## src/atw_defines.svh

```systemverilog
// Summary of operation
// - fault when VA bits 63:47 are neither all zeros nor all ones.
// - with tagging on, top eight VA bits are ignored.
// - VA 63:42 all ones picks kernel base, all zeros picks user base.
// - level 2 table has 8192 64-bit entries indexed by VA 41:29.
// - every fetched entry is checked for validity and access permission.
// - 512MB block: PA 47:29 from entry, PA 28:0 from VA.
// - completion returns the 48-bit PA with descriptor attributes.
// - level 2 table entry bits 47:16 give the level 3 table base.
// - level 3 table indexed by VA 28:16, entry fetched from memory.
// - 64KB page: PA 47:16 from entry, PA 15:0 from VA.
// - several entries may point to one shared next-level table.
// - Normal-world accesses only reach the Non-secure space.
// - Secure and Non-secure copies of one address are distinct addresses.
// - control writes take effect only at a synchronisation event.
// - translation is enabled by system control bit 0.
// - instruction after enable runs at VA+4, so that code is flat-mapped.
// - translation off with default-cacheable set gives Normal write-back attributes to non-secure requests only.
// - output address beyond the output size field limit faults.
`ifndef ATW_DEFINES_SVH
`define ATW_DEFINES_SVH
`define ATW_VA_TOP 63
`define ATW_VA_CHK_LO 47
`define ATW_VA_SEL_LO 42
`define ATW_TAG_LO 56
`define ATW_L2_IDX_HI 41
`define ATW_L2_IDX_LO 29
`define ATW_L3_IDX_HI 28
`define ATW_L3_IDX_LO 16
`define ATW_PA_HI 47
`define ATW_DESC_VALID 0
`define ATW_DESC_TABLE 1
`define ATW_DESC_AP_RO 7
`define ATW_DESC_AP_USER 6
`define ATW_DESC_NS 5
`define ATW_SCTL_EN 0
`define ATW_IPS_32 3'h0
`define ATW_IPS_36 3'h1
`define ATW_IPS_40 3'h2
`define ATW_IPS_42 3'h3
`define ATW_IPS_44 3'h4
`define ATW_IPS_48 3'h5
`define ATW_ATTR_WBRWA 8'hff
`define ATW_ATTR_DEVICE 8'h00
`endif

```

## src/atw_pkg.sv

```systemverilog
package atw_pkg;
    typedef enum logic [2:0] {
        ATW_IDLE,
        ATW_L2_REQ,
        ATW_L2_WAIT,
        ATW_L3_REQ,
        ATW_L3_WAIT,
        ATW_DONE
    } atw_state_t;
    typedef enum logic [2:0] {
        ATW_F_NONE,
        ATW_F_VA_RANGE,
        ATW_F_L2,
        ATW_F_L3,
        ATW_F_SIZE,
        ATW_F_SECURITY
    } atw_fault_t;
endpackage

```

## src/atw_desc_check.sv

```systemverilog
`timescale 1ns/1ps
`default_nettype none
`include "atw_defines.svh"
module atw_desc_check (
    input wire logic [63:0] desc_i,
    input wire logic is_write_i,
    input wire logic is_user_i,
    input wire logic is_l3_i,
    output logic ok_o,
    output logic is_table_o
);
    // level 3 needs type bits 11, so bit 1 clear there is invalid
    always_comb begin
        ok_o = desc_i[`ATW_DESC_VALID];
        if (is_l3_i && !desc_i[`ATW_DESC_TABLE]) begin
            ok_o = 1'b0;
        end
        if (is_write_i && desc_i[`ATW_DESC_AP_RO]) begin
            ok_o = 1'b0;
        end
        if (is_user_i && !desc_i[`ATW_DESC_AP_USER]) begin
            ok_o = 1'b0;
        end
        is_table_o = !is_l3_i && desc_i[`ATW_DESC_TABLE];
    end
endmodule
`default_nettype wire

```

## src/atw_pa_limit.sv

```systemverilog
`timescale 1ns/1ps
`default_nettype none
`include "atw_defines.svh"
module atw_pa_limit (
    input wire logic [47:0] pa_i,
    input wire logic [2:0] output_size_field_i,
    output logic over_o
);
    function automatic logic over_bits(input logic [47:0] pa, input int unsigned w);
        logic [47:0] mask;
        mask = ~((48'h1 << w) - 48'h1);
        over_bits = |(pa & mask);
    endfunction
    always_comb begin
        unique case (output_size_field_i)
            `ATW_IPS_32: over_o = over_bits(pa_i, 32);
            `ATW_IPS_36: over_o = over_bits(pa_i, 36);
            `ATW_IPS_40: over_o = over_bits(pa_i, 40);
            `ATW_IPS_42: over_o = over_bits(pa_i, 42);
            `ATW_IPS_44: over_o = over_bits(pa_i, 44);
            `ATW_IPS_48: over_o = 1'b0;
            default: over_o = 1'b1;
        endcase
    end
endmodule
`default_nettype wire

```

## src/atw_walker.sv

```systemverilog
`timescale 1ns/1ps
`default_nettype none
`include "atw_defines.svh"
module atw_walker (
    input wire logic clk_sys_i,
    input wire logic rst_n_i,
    input wire logic req_valid_i,
    output logic req_ready_o,
    input wire logic [63:0] req_va_i,
    input wire logic req_write_i,
    input wire logic req_user_i,
    input wire logic req_secure_i,
    input wire logic [47:0] user_table_base_reg_i,
    input wire logic [47:0] kernel_table_base_reg_i,
    input wire logic [2:0] output_size_field_i,
    input wire logic tag_enable_i,
    input wire logic [63:0] system_control_i,
    input wire logic hyp_default_cacheable_i,
    input wire logic instruction_sync_barrier_i,
    output logic mem_req_o,
    output logic [47:0] mem_addr_o,
    input wire logic mem_ack_i,
    input wire logic [63:0] mem_data_i,
    output logic rsp_valid_o,
    output logic [47:0] rsp_pa_o,
    output logic rsp_ns_o,
    output logic [63:0] rsp_attr_o,
    output logic rsp_fault_o,
    output logic [2:0] rsp_fault_code_o,
    output logic translation_on_o
);
    // ----------------------------------------------------------------
    // shadow control, latched only at sync events
    // ----------------------------------------------------------------
    logic [47:0] ubase_reg, ubase_next;
    logic [47:0] kbase_reg, kbase_next;
    logic [2:0] osize_reg, osize_next;
    logic tag_reg, tag_next;
    logic en_reg, en_next;
    logic dc_reg, dc_next;
    // live register writes are invisible to walks until a barrier
    always_comb begin
        ubase_next = ubase_reg;
        kbase_next = kbase_reg;
        osize_next = osize_reg;
        tag_next = tag_reg;
        en_next = en_reg;
        dc_next = dc_reg;
        if (instruction_sync_barrier_i) begin
            ubase_next = user_table_base_reg_i;
            kbase_next = kernel_table_base_reg_i;
            osize_next = output_size_field_i;
            tag_next = tag_enable_i;
            en_next = system_control_i[`ATW_SCTL_EN];
            dc_next = hyp_default_cacheable_i;
        end
    end
    always_ff @(posedge clk_sys_i) begin
        if (!rst_n_i) begin
            ubase_reg <= 48'h0;
            kbase_reg <= 48'h0;
            osize_reg <= `ATW_IPS_32;
            tag_reg <= 1'b0;
            en_reg <= 1'b0;
            dc_reg <= 1'b0;
        end else begin
            ubase_reg <= ubase_next;
            kbase_reg <= kbase_next;
            osize_reg <= osize_next;
            tag_reg <= tag_next;
            en_reg <= en_next;
            dc_reg <= dc_next;
        end
    end
    assign translation_on_o = en_reg;

    // ----------------------------------------------------------------
    // walk state
    // ----------------------------------------------------------------
    atw_pkg::atw_state_t state_reg, state_next;
    logic [63:0] va_reg, va_next;
    logic wr_reg, wr_next, usr_reg, usr_next, sec_reg, sec_next;
    logic [47:0] maddr_reg, maddr_next;
    logic [47:0] pa_reg, pa_next;
    logic ns_reg, ns_next;
    logic [63:0] attr_reg, attr_next;
    logic fault_reg, fault_next;
    logic [2:0] fcode_reg, fcode_next;

    logic desc_ok, desc_table, pa_over;
    logic [47:0] cand_pa;
    logic cand_ns;
    logic [63:0] va_eff;
    logic va_in_range, va_sel_ok, sel_ones;

    // ----------------------------------------------------------------
    // helpers for table entry addresses and VA range checks
    // ----------------------------------------------------------------
    // byte address of one 8-byte entry inside a table
    function automatic logic [47:0] entry_addr(input logic [47:0] base, input logic [12:0] idx);
        entry_addr = base + {32'h0, idx, 3'h0};
    endfunction

    // every bit from lo up to the top is a copy of the top bit
    function automatic logic sign_uniform(input logic [63:0] va, input int unsigned lo);
        logic [63:0] mask;
        mask = ~64'h0 << lo;
        sign_uniform = ((va & mask) == 64'h0) || ((va & mask) == mask);
    endfunction

    // ----------------------------------------------------------------
    // virtual address checks
    // ----------------------------------------------------------------
    // tagged pointers: top byte replaced by a sign copy of bit 55
    always_comb begin
        va_eff = req_va_i;
        if (tag_reg) begin
            va_eff[`ATW_VA_TOP:`ATW_TAG_LO] = {8{req_va_i[`ATW_TAG_LO - 1]}};
        end
        va_in_range = sign_uniform(va_eff, `ATW_VA_CHK_LO);
        va_sel_ok = sign_uniform(va_eff, `ATW_VA_SEL_LO);
        // only meaningful once va_sel_ok holds
        sel_ones = va_eff[`ATW_VA_TOP];
    end

    // ----------------------------------------------------------------
    // descriptor checks
    // ----------------------------------------------------------------
    atw_desc_check u_check (
        .desc_i(mem_data_i),
        .is_write_i(wr_reg),
        .is_user_i(usr_reg),
        .is_l3_i(state_reg == atw_pkg::ATW_L3_WAIT),
        .ok_o(desc_ok),
        .is_table_o(desc_table)
    );

    // ----------------------------------------------------------------
    // leaf address and output size
    // ----------------------------------------------------------------
    // candidate output address for the fetched leaf entry
    always_comb begin
        if (state_reg == atw_pkg::ATW_L3_WAIT) begin
            cand_pa = {mem_data_i[`ATW_PA_HI:`ATW_L3_IDX_LO],
                       va_reg[`ATW_L3_IDX_LO-1:0]};
        end else begin
            cand_pa = {mem_data_i[`ATW_PA_HI:`ATW_L2_IDX_LO],
                       va_reg[`ATW_L2_IDX_LO-1:0]};
        end
        // normal world is forced onto the non-secure space
        cand_ns = !sec_reg || mem_data_i[`ATW_DESC_NS];
    end

    atw_pa_limit u_limit (
        .pa_i(cand_pa),
        .output_size_field_i(osize_reg),
        .over_o(pa_over)
    );

    // ----------------------------------------------------------------
    // walk sequencing
    // ----------------------------------------------------------------
    always_comb begin
        state_next = state_reg;
        va_next = va_reg;
        wr_next = wr_reg;
        usr_next = usr_reg;
        sec_next = sec_reg;
        maddr_next = maddr_reg;
        pa_next = pa_reg;
        ns_next = ns_reg;
        attr_next = attr_reg;
        fault_next = fault_reg;
        fcode_next = fcode_reg;
        unique case (state_reg)
            atw_pkg::ATW_IDLE: begin
                if (req_valid_i) begin
                    va_next = va_eff;
                    wr_next = req_write_i;
                    usr_next = req_user_i;
                    sec_next = req_secure_i;
                    fault_next = 1'b0;
                    fcode_next = atw_pkg::ATW_F_NONE;
                    attr_next = 64'h0;
                    // normal world stays non-secure even on a fault
                    ns_next = !req_secure_i;
                    state_next = atw_pkg::ATW_DONE;
                    if (!en_reg) begin
                        // flat map; code after the enable relies on this
                        pa_next = va_eff[`ATW_PA_HI:0];
                        attr_next[7:0] = (dc_reg && !req_secure_i) ?
                            `ATW_ATTR_WBRWA : `ATW_ATTR_DEVICE;
                    end else if (!va_in_range) begin
                        fault_next = 1'b1;
                        fcode_next = atw_pkg::ATW_F_VA_RANGE;
                    end else if (!va_sel_ok) begin
                        fault_next = 1'b1;
                        fcode_next = atw_pkg::ATW_F_VA_RANGE;
                    end else begin
                        // 13-bit index, 8-byte entries: 8192 entries
                        maddr_next = entry_addr(sel_ones ? kbase_reg : ubase_reg,
                            va_eff[`ATW_L2_IDX_HI:`ATW_L2_IDX_LO]);
                        state_next = atw_pkg::ATW_L2_REQ;
                    end
                end
            end
            atw_pkg::ATW_L2_REQ: begin
                state_next = atw_pkg::ATW_L2_WAIT;
            end
            atw_pkg::ATW_L2_WAIT: begin
                if (mem_ack_i) begin
                    attr_next = mem_data_i;
                    if (!desc_ok) begin
                        fault_next = 1'b1;
                        fcode_next = atw_pkg::ATW_F_L2;
                        state_next = atw_pkg::ATW_DONE;
                    end else if (desc_table) begin
                        // no memo of tables, so shared tables just work
                        maddr_next = entry_addr({mem_data_i[`ATW_PA_HI:`ATW_L3_IDX_LO], 16'h0},
                            va_reg[`ATW_L3_IDX_HI:`ATW_L3_IDX_LO]);
                        state_next = atw_pkg::ATW_L3_REQ;
                    end else begin
                        pa_next = cand_pa;
                        ns_next = cand_ns;
                        fault_next = pa_over;
                        fcode_next = pa_over ? atw_pkg::ATW_F_SIZE : atw_pkg::ATW_F_NONE;
                        state_next = atw_pkg::ATW_DONE;
                    end
                end
            end
            atw_pkg::ATW_L3_REQ: begin
                state_next = atw_pkg::ATW_L3_WAIT;
            end
            atw_pkg::ATW_L3_WAIT: begin
                if (mem_ack_i) begin
                    attr_next = mem_data_i | attr_reg;
                    state_next = atw_pkg::ATW_DONE;
                    if (!desc_ok) begin
                        fault_next = 1'b1;
                        fcode_next = atw_pkg::ATW_F_L3;
                    end else begin
                        pa_next = cand_pa;
                        ns_next = cand_ns;
                        fault_next = pa_over;
                        fcode_next = pa_over ? atw_pkg::ATW_F_SIZE : atw_pkg::ATW_F_NONE;
                    end
                end
            end
            atw_pkg::ATW_DONE: begin
                state_next = atw_pkg::ATW_IDLE;
            end
            default: state_next = atw_pkg::ATW_IDLE;
        endcase
        if (fault_next) begin
            pa_next = 48'h0;
        end
    end

    // ----------------------------------------------------------------
    // walk registers
    // ----------------------------------------------------------------
    always_ff @(posedge clk_sys_i) begin
        if (!rst_n_i) begin
            state_reg <= atw_pkg::ATW_IDLE;
            va_reg <= 64'h0;
            wr_reg <= 1'b0;
            usr_reg <= 1'b0;
            sec_reg <= 1'b0;
            maddr_reg <= 48'h0;
            pa_reg <= 48'h0;
            ns_reg <= 1'b1;
            attr_reg <= 64'h0;
            fault_reg <= 1'b0;
            fcode_reg <= 3'h0;
        end else begin
            state_reg <= state_next;
            va_reg <= va_next;
            wr_reg <= wr_next;
            usr_reg <= usr_next;
            sec_reg <= sec_next;
            maddr_reg <= maddr_next;
            pa_reg <= pa_next;
            ns_reg <= ns_next;
            attr_reg <= attr_next;
            fault_reg <= fault_next;
            fcode_reg <= fcode_next;
        end
    end

    // ----------------------------------------------------------------
    // outputs
    // ----------------------------------------------------------------
    assign req_ready_o = (state_reg == atw_pkg::ATW_IDLE);
    assign mem_req_o = (state_reg == atw_pkg::ATW_L2_REQ) ||
                       (state_reg == atw_pkg::ATW_L3_REQ);
    assign mem_addr_o = maddr_reg;
    assign rsp_valid_o = (state_reg == atw_pkg::ATW_DONE);
    assign rsp_pa_o = pa_reg;
    assign rsp_ns_o = ns_reg;
    assign rsp_attr_o = attr_reg;
    assign rsp_fault_o = fault_reg;
    assign rsp_fault_code_o = fcode_reg;
endmodule
`default_nettype wire

```

## config.mk

```make
export PLATFORM = sky130hd
export DESIGN_NAME = atw_walker
export DESIGN_NICKNAME = d
export VERILOG_FILES = /design/src/atw_pkg.sv /design/src/atw_desc_check.sv /design/src/atw_pa_limit.sv /design/src/atw_walker.sv
export VERILOG_INCLUDE_DIRS = /design/src
export SDC_FILE = /design/constraint.sdc
export NUM_CORES = 1
export LEC_CHECK = 0
export BUFFER_PORTS_ARGS = -buffer_cell sky130_fd_sc_hd__buf_2
export CAP_MARGIN = 15
export CORE_AREA = 8 8 175 177
export CTS_CLUSTER_DIAMETER = 80
export DETAILED_ROUTE_END_ITERATION = 12
export DIE_AREA = 0 0 183 185
export PLACE_DENSITY = 0.81
export SYNTH_ARGS = -nofsm -noshare
export SYNTH_HDL_FRONTEND = slang
export SYNTH_HIERARCHICAL = 1
export SYNTH_SLANG_ARGS = --single-unit
```

## constraint.sdc

```tcl
create_clock -name clk_sys_i -period 12.4 [get_ports clk_sys_i]
set_input_delay 0.62 -clock clk_sys_i [delete_from_list [all_inputs] [get_ports clk_sys_i]]
set_output_delay 0.62 -clock clk_sys_i [all_outputs]
set_load 0.1 [all_outputs]
```

==> run_results.csv <==
group,metric,value,unit
global_routing,grt_usage,27.51,%
timing,grt_setup_unrepaired,"false",
power_and_ir_drop,vdd_ir_drop_max,0.00009717,V
place,globalplace.congestion,0.9149,
die,ios,470,
critical_path,worstSetupStartpointType,"register",
clocking,cts_buffers,31,
route,drtIter0Drc,1671,
route,dr.pass1.iters,6,
clocking,cts_tree,"done",
synthesis,synth_ff_type,"dfxtp_1",
clocking,clock_latency,0.55,ns
synthesis,netlist_instances,1645,
synthesis,ys_ff_latch,302,
route,ant_nets,0,
critical_path,crit_top_cell,"nand2_1",
critical_path,worstPathMaxFanout,64,
power_and_ir_drop,p_leak,7.748,nW
clocking,hold_buffers,0,
synthesis,synth-edff-count,0,
timing,hold_viol,0,
clocking,cts.sinks,302,
clocking,clock-root-buffer,"clkbuf_16",
critical_path,critPathSlowestCell,"buf_4",
critical_path,path_cells,"mux2i_4 > buf_4 > nand2_1 > nand2_1 > ha_1 > inv_1 > fa_1 > nor2b_1 > o21bai_1 > a211oi_2 > o211a_1 > nand3_1 > xnor2_1 > a222oi_1 > a21oi_1",
die,dieArea,33860,µm²
clocking,cts_setup_buffers,0,
critical_path,end_kind,"register",
synthesis,ys_seq_area_share,42.59,%
critical_path,slowest_delay,0.64,ns
critical_path,path_class,"register to register",
place,dpl.cell_count,2330,
timing,clock.fmax,218.5,MHz
finish,nets,2295,
timing,slew_violations,0,
global_routing,grt_max_degree,146,
route,wire_per_inst,20.89,µm
finish,largest_reg_flops,64,
critical_path,path_delay_family,"compound AO/OA/AOI/OAI gates",
critical_path,arrival,4.99,ns
min_path,hp-class,"input port to register",
finish,areaGrowthSynthToFinish,22.66,%
clocking,clk_path_buf_depth,3,
timing,worst_slack,7.823,ns
clocking,path_clk_slew,0.07,ns
route,post-route-drc-count,0,
global_routing,grt_pass1_wl,74.53,mm
synthesis,ys_types,79,
place,post-place-ws,7.787,ns
synthesis,synth_area,14190,µm²
finish,fin_cells,2389,
clocking,htree_levels,1,
job,maxCapViolations,0,
route,num_vias,13820,
timing,setup_viol,0,
die,rows,62,
timing,tns,0,ns
timing,relSlewSlack,20.60,%
global_routing,overflow,0,
timing,timing.final.crit_share,36.91,%
place,hpwl,36.73,mm
synthesis,yosysWarnings,6,
global_routing,grt_pass1_vias,13200,
timing,min_period,4.577,ns
die,fp.dieH,185,µm
global_routing,antenna_found_initial,2,
timing,tightest_slew,1.187,ns
status,status,"finished clean",
clocking,cts_resized,0,
die,initial_core_util,50.55,%
synthesis,avgSynthCellArea,8.629,µm²
synthesis,synth_nets,1960,
route,drt-vias-per-instance,5.784,
route,routed_wl,49.91,mm
critical_path,worst-path-buf-inv,2,
power_and_ir_drop,p_per_area,158.5,nW/µm²
die,die_x,183,µm
place,io_buffers,406,
synthesis,synthArstFlopShare,0,%
timing,skew,0.01037,ns
die,core,28080,µm²
finish,drive_above_1_share,26.82,%
critical_path,crit_required,12.81,ns
-- area by class of cell --
class	count	area (µm²)
fillers	2425	10670
multi-input cells	1209	7640
flip-flops and latches	302	6046
repair buffers	421	2167
clock buffers	45	898.4
well taps	384	480.5
clock inverters	10	111.4
inverters	15	61.31
diodes	3	7.507
-- final timing paths --
kind / slack, ns / endpoint / depth (start not counted) / from
max reg2reg: 7.82 / mem_addr_o[37] / 15 / tag_reg
max: 7.82 / mem_addr_o[37] / 15 / tag_reg
min: 0.30 / kbase_reg[45] / 3 / kernel_table_base_reg_i[45]
min reg2reg: 0.46 / va_reg[15] / 2 / va_reg[15]
-- stage by stage --
stage / instance area [µm²] / util [%] / power, mW / hold WS, ns
2_1_floorplan: 14190 / - / 1.661 / 0.4360
3_3_place_gp: 16370 / 58.28 / 1.825 / 0.4406
3_5_place_dp: 16370 / 58.28 / 1.843 / 0.4457
4_1_cts: 17380 / 61.88 / 2.764 / 0.2839
5_1_grt: 17410 / 61.99 / 2.863 / 0.2908
6_report: 17410 / 62.00 / 2.760 / 0.3028
-- worst min-delay path, cell delays in order --
cell	delay (ns)
buf_2	0.08
mux2i_1	0.05
nor2_1	0.07
-- layer usage --
metal / track usage (%) / part of all wire, %
met1: 35.46 / 41
met2: 44.90 / 46
met3: 5.022 / 8.3
met4: 11.45 / 4.0
met5: 0 / 0
-- cell usage after synthesis (all sizes together) (6+ instances only) --
| cell | count | area (µm²) |
|---|---|---|
| a211oi | 41 | 480.5 |
| a311oi | 8 | 70.07 |
| nand2 | 207 | 779.5 |
| and2 | 7 | 46.30 |
| a31oi | 16 | 100.1 |
| xor2 | 19 | 166.4 |
| o21ai | 52 | 260.3 |
| ha | 13 | 162.7 |
| mux2 | 14 | 161.4 |
| a21o | 7 | 52.55 |
| nor2 | 263 | 987.2 |
| nand2b | 6 | 37.54 |
| nand4 | 16 | 100.1 |
| inv | 15 | 56.30 |
| a22oi | 60 | 450.4 |
| a21oi | 91 | 455.4 |
| mux2i | 180 | 1805 |
| nor3 | 19 | 105.1 |
| buf | 38 | 183.9 |
| nor4 | 9 | 77.57 |
| nand3 | 55 | 285.3 |
| xnor2 | 24 | 210.2 |
| and3 | 23 | 143.9 |
| dfxtp | 302 | 6046 |
| o211ai | 11 | 82.58 |
| clkbuf | 81 | 304.0 |
-- cells in the final DEF, fill, tap and decap left out, types with 4 or more instances in the layout --
cell / synthesis / routed
mux2i_1: 179 / 179
nor3_1: 17 / 17
a311oi_1: 8 / 8
mux2_2: 13 / 13
dfxtp_1: 302 / 302
and2_1: 6 / 4
and3_1: 23 / 23
nand2b_1: 6 / 5
buf_4: 3 / 15
o21a_1: 5 / 5
xor2_1: 19 / 19
a211oi_1: 8 / 8
nor4_1: 7 / 7
nor2_1: 263 / 263
a21o_1: 7 / 7
o21ai_0: 50 / 50
a211oi_2: 32 / 31
buf_2: 18 / 405
o22ai_1: 5 / 5
xnor2_1: 24 / 24
ha_1: 13 / 13
nand3_1: 53 / 53
clkbuf_1: 81 / 7
nand4_1: 16 / 16
clkbuf_8: 0 / 7
nand2_1: 206 / 205
a31oi_1: 16 / 16
o211ai_1: 11 / 11
a22oi_1: 60 / 60
clkinv_2: 0 / 4
inv_1: 14 / 14
a21oi_1: 91 / 90
clkbuf_16: 0 / 31
-- report_power, final --
| group | leakage [nW] | switching (mW) | internal, mW |
|---|---|---|---|
| Clock | 0.489 | 0.386 | 0.541 |
| Sequential | 2.47 | 0.0497 | 1.04 |
| Combinational | 4.79 | 0.558 | 0.189 |
| Total | 7.75 | 0.993 | 1.77 |
-- logic make-up (layout without fill, tap and decap cells) --
group	Yosys count	after routing	share of synthesized area, %
AO/OA/AOI/OAI	331	331	16.50
XOR/XNOR	43	43	2.653
adder cells (fa/ha/maj)	14	14	1.287
buffers and inverters	134	491	3.834
flip-flops	302	302	42.59
multiplexers	194	194	13.86
other	0	3	0
AND/OR/NAND/NOR	627	627	19.28
Power figures use the tool's default switching activity.
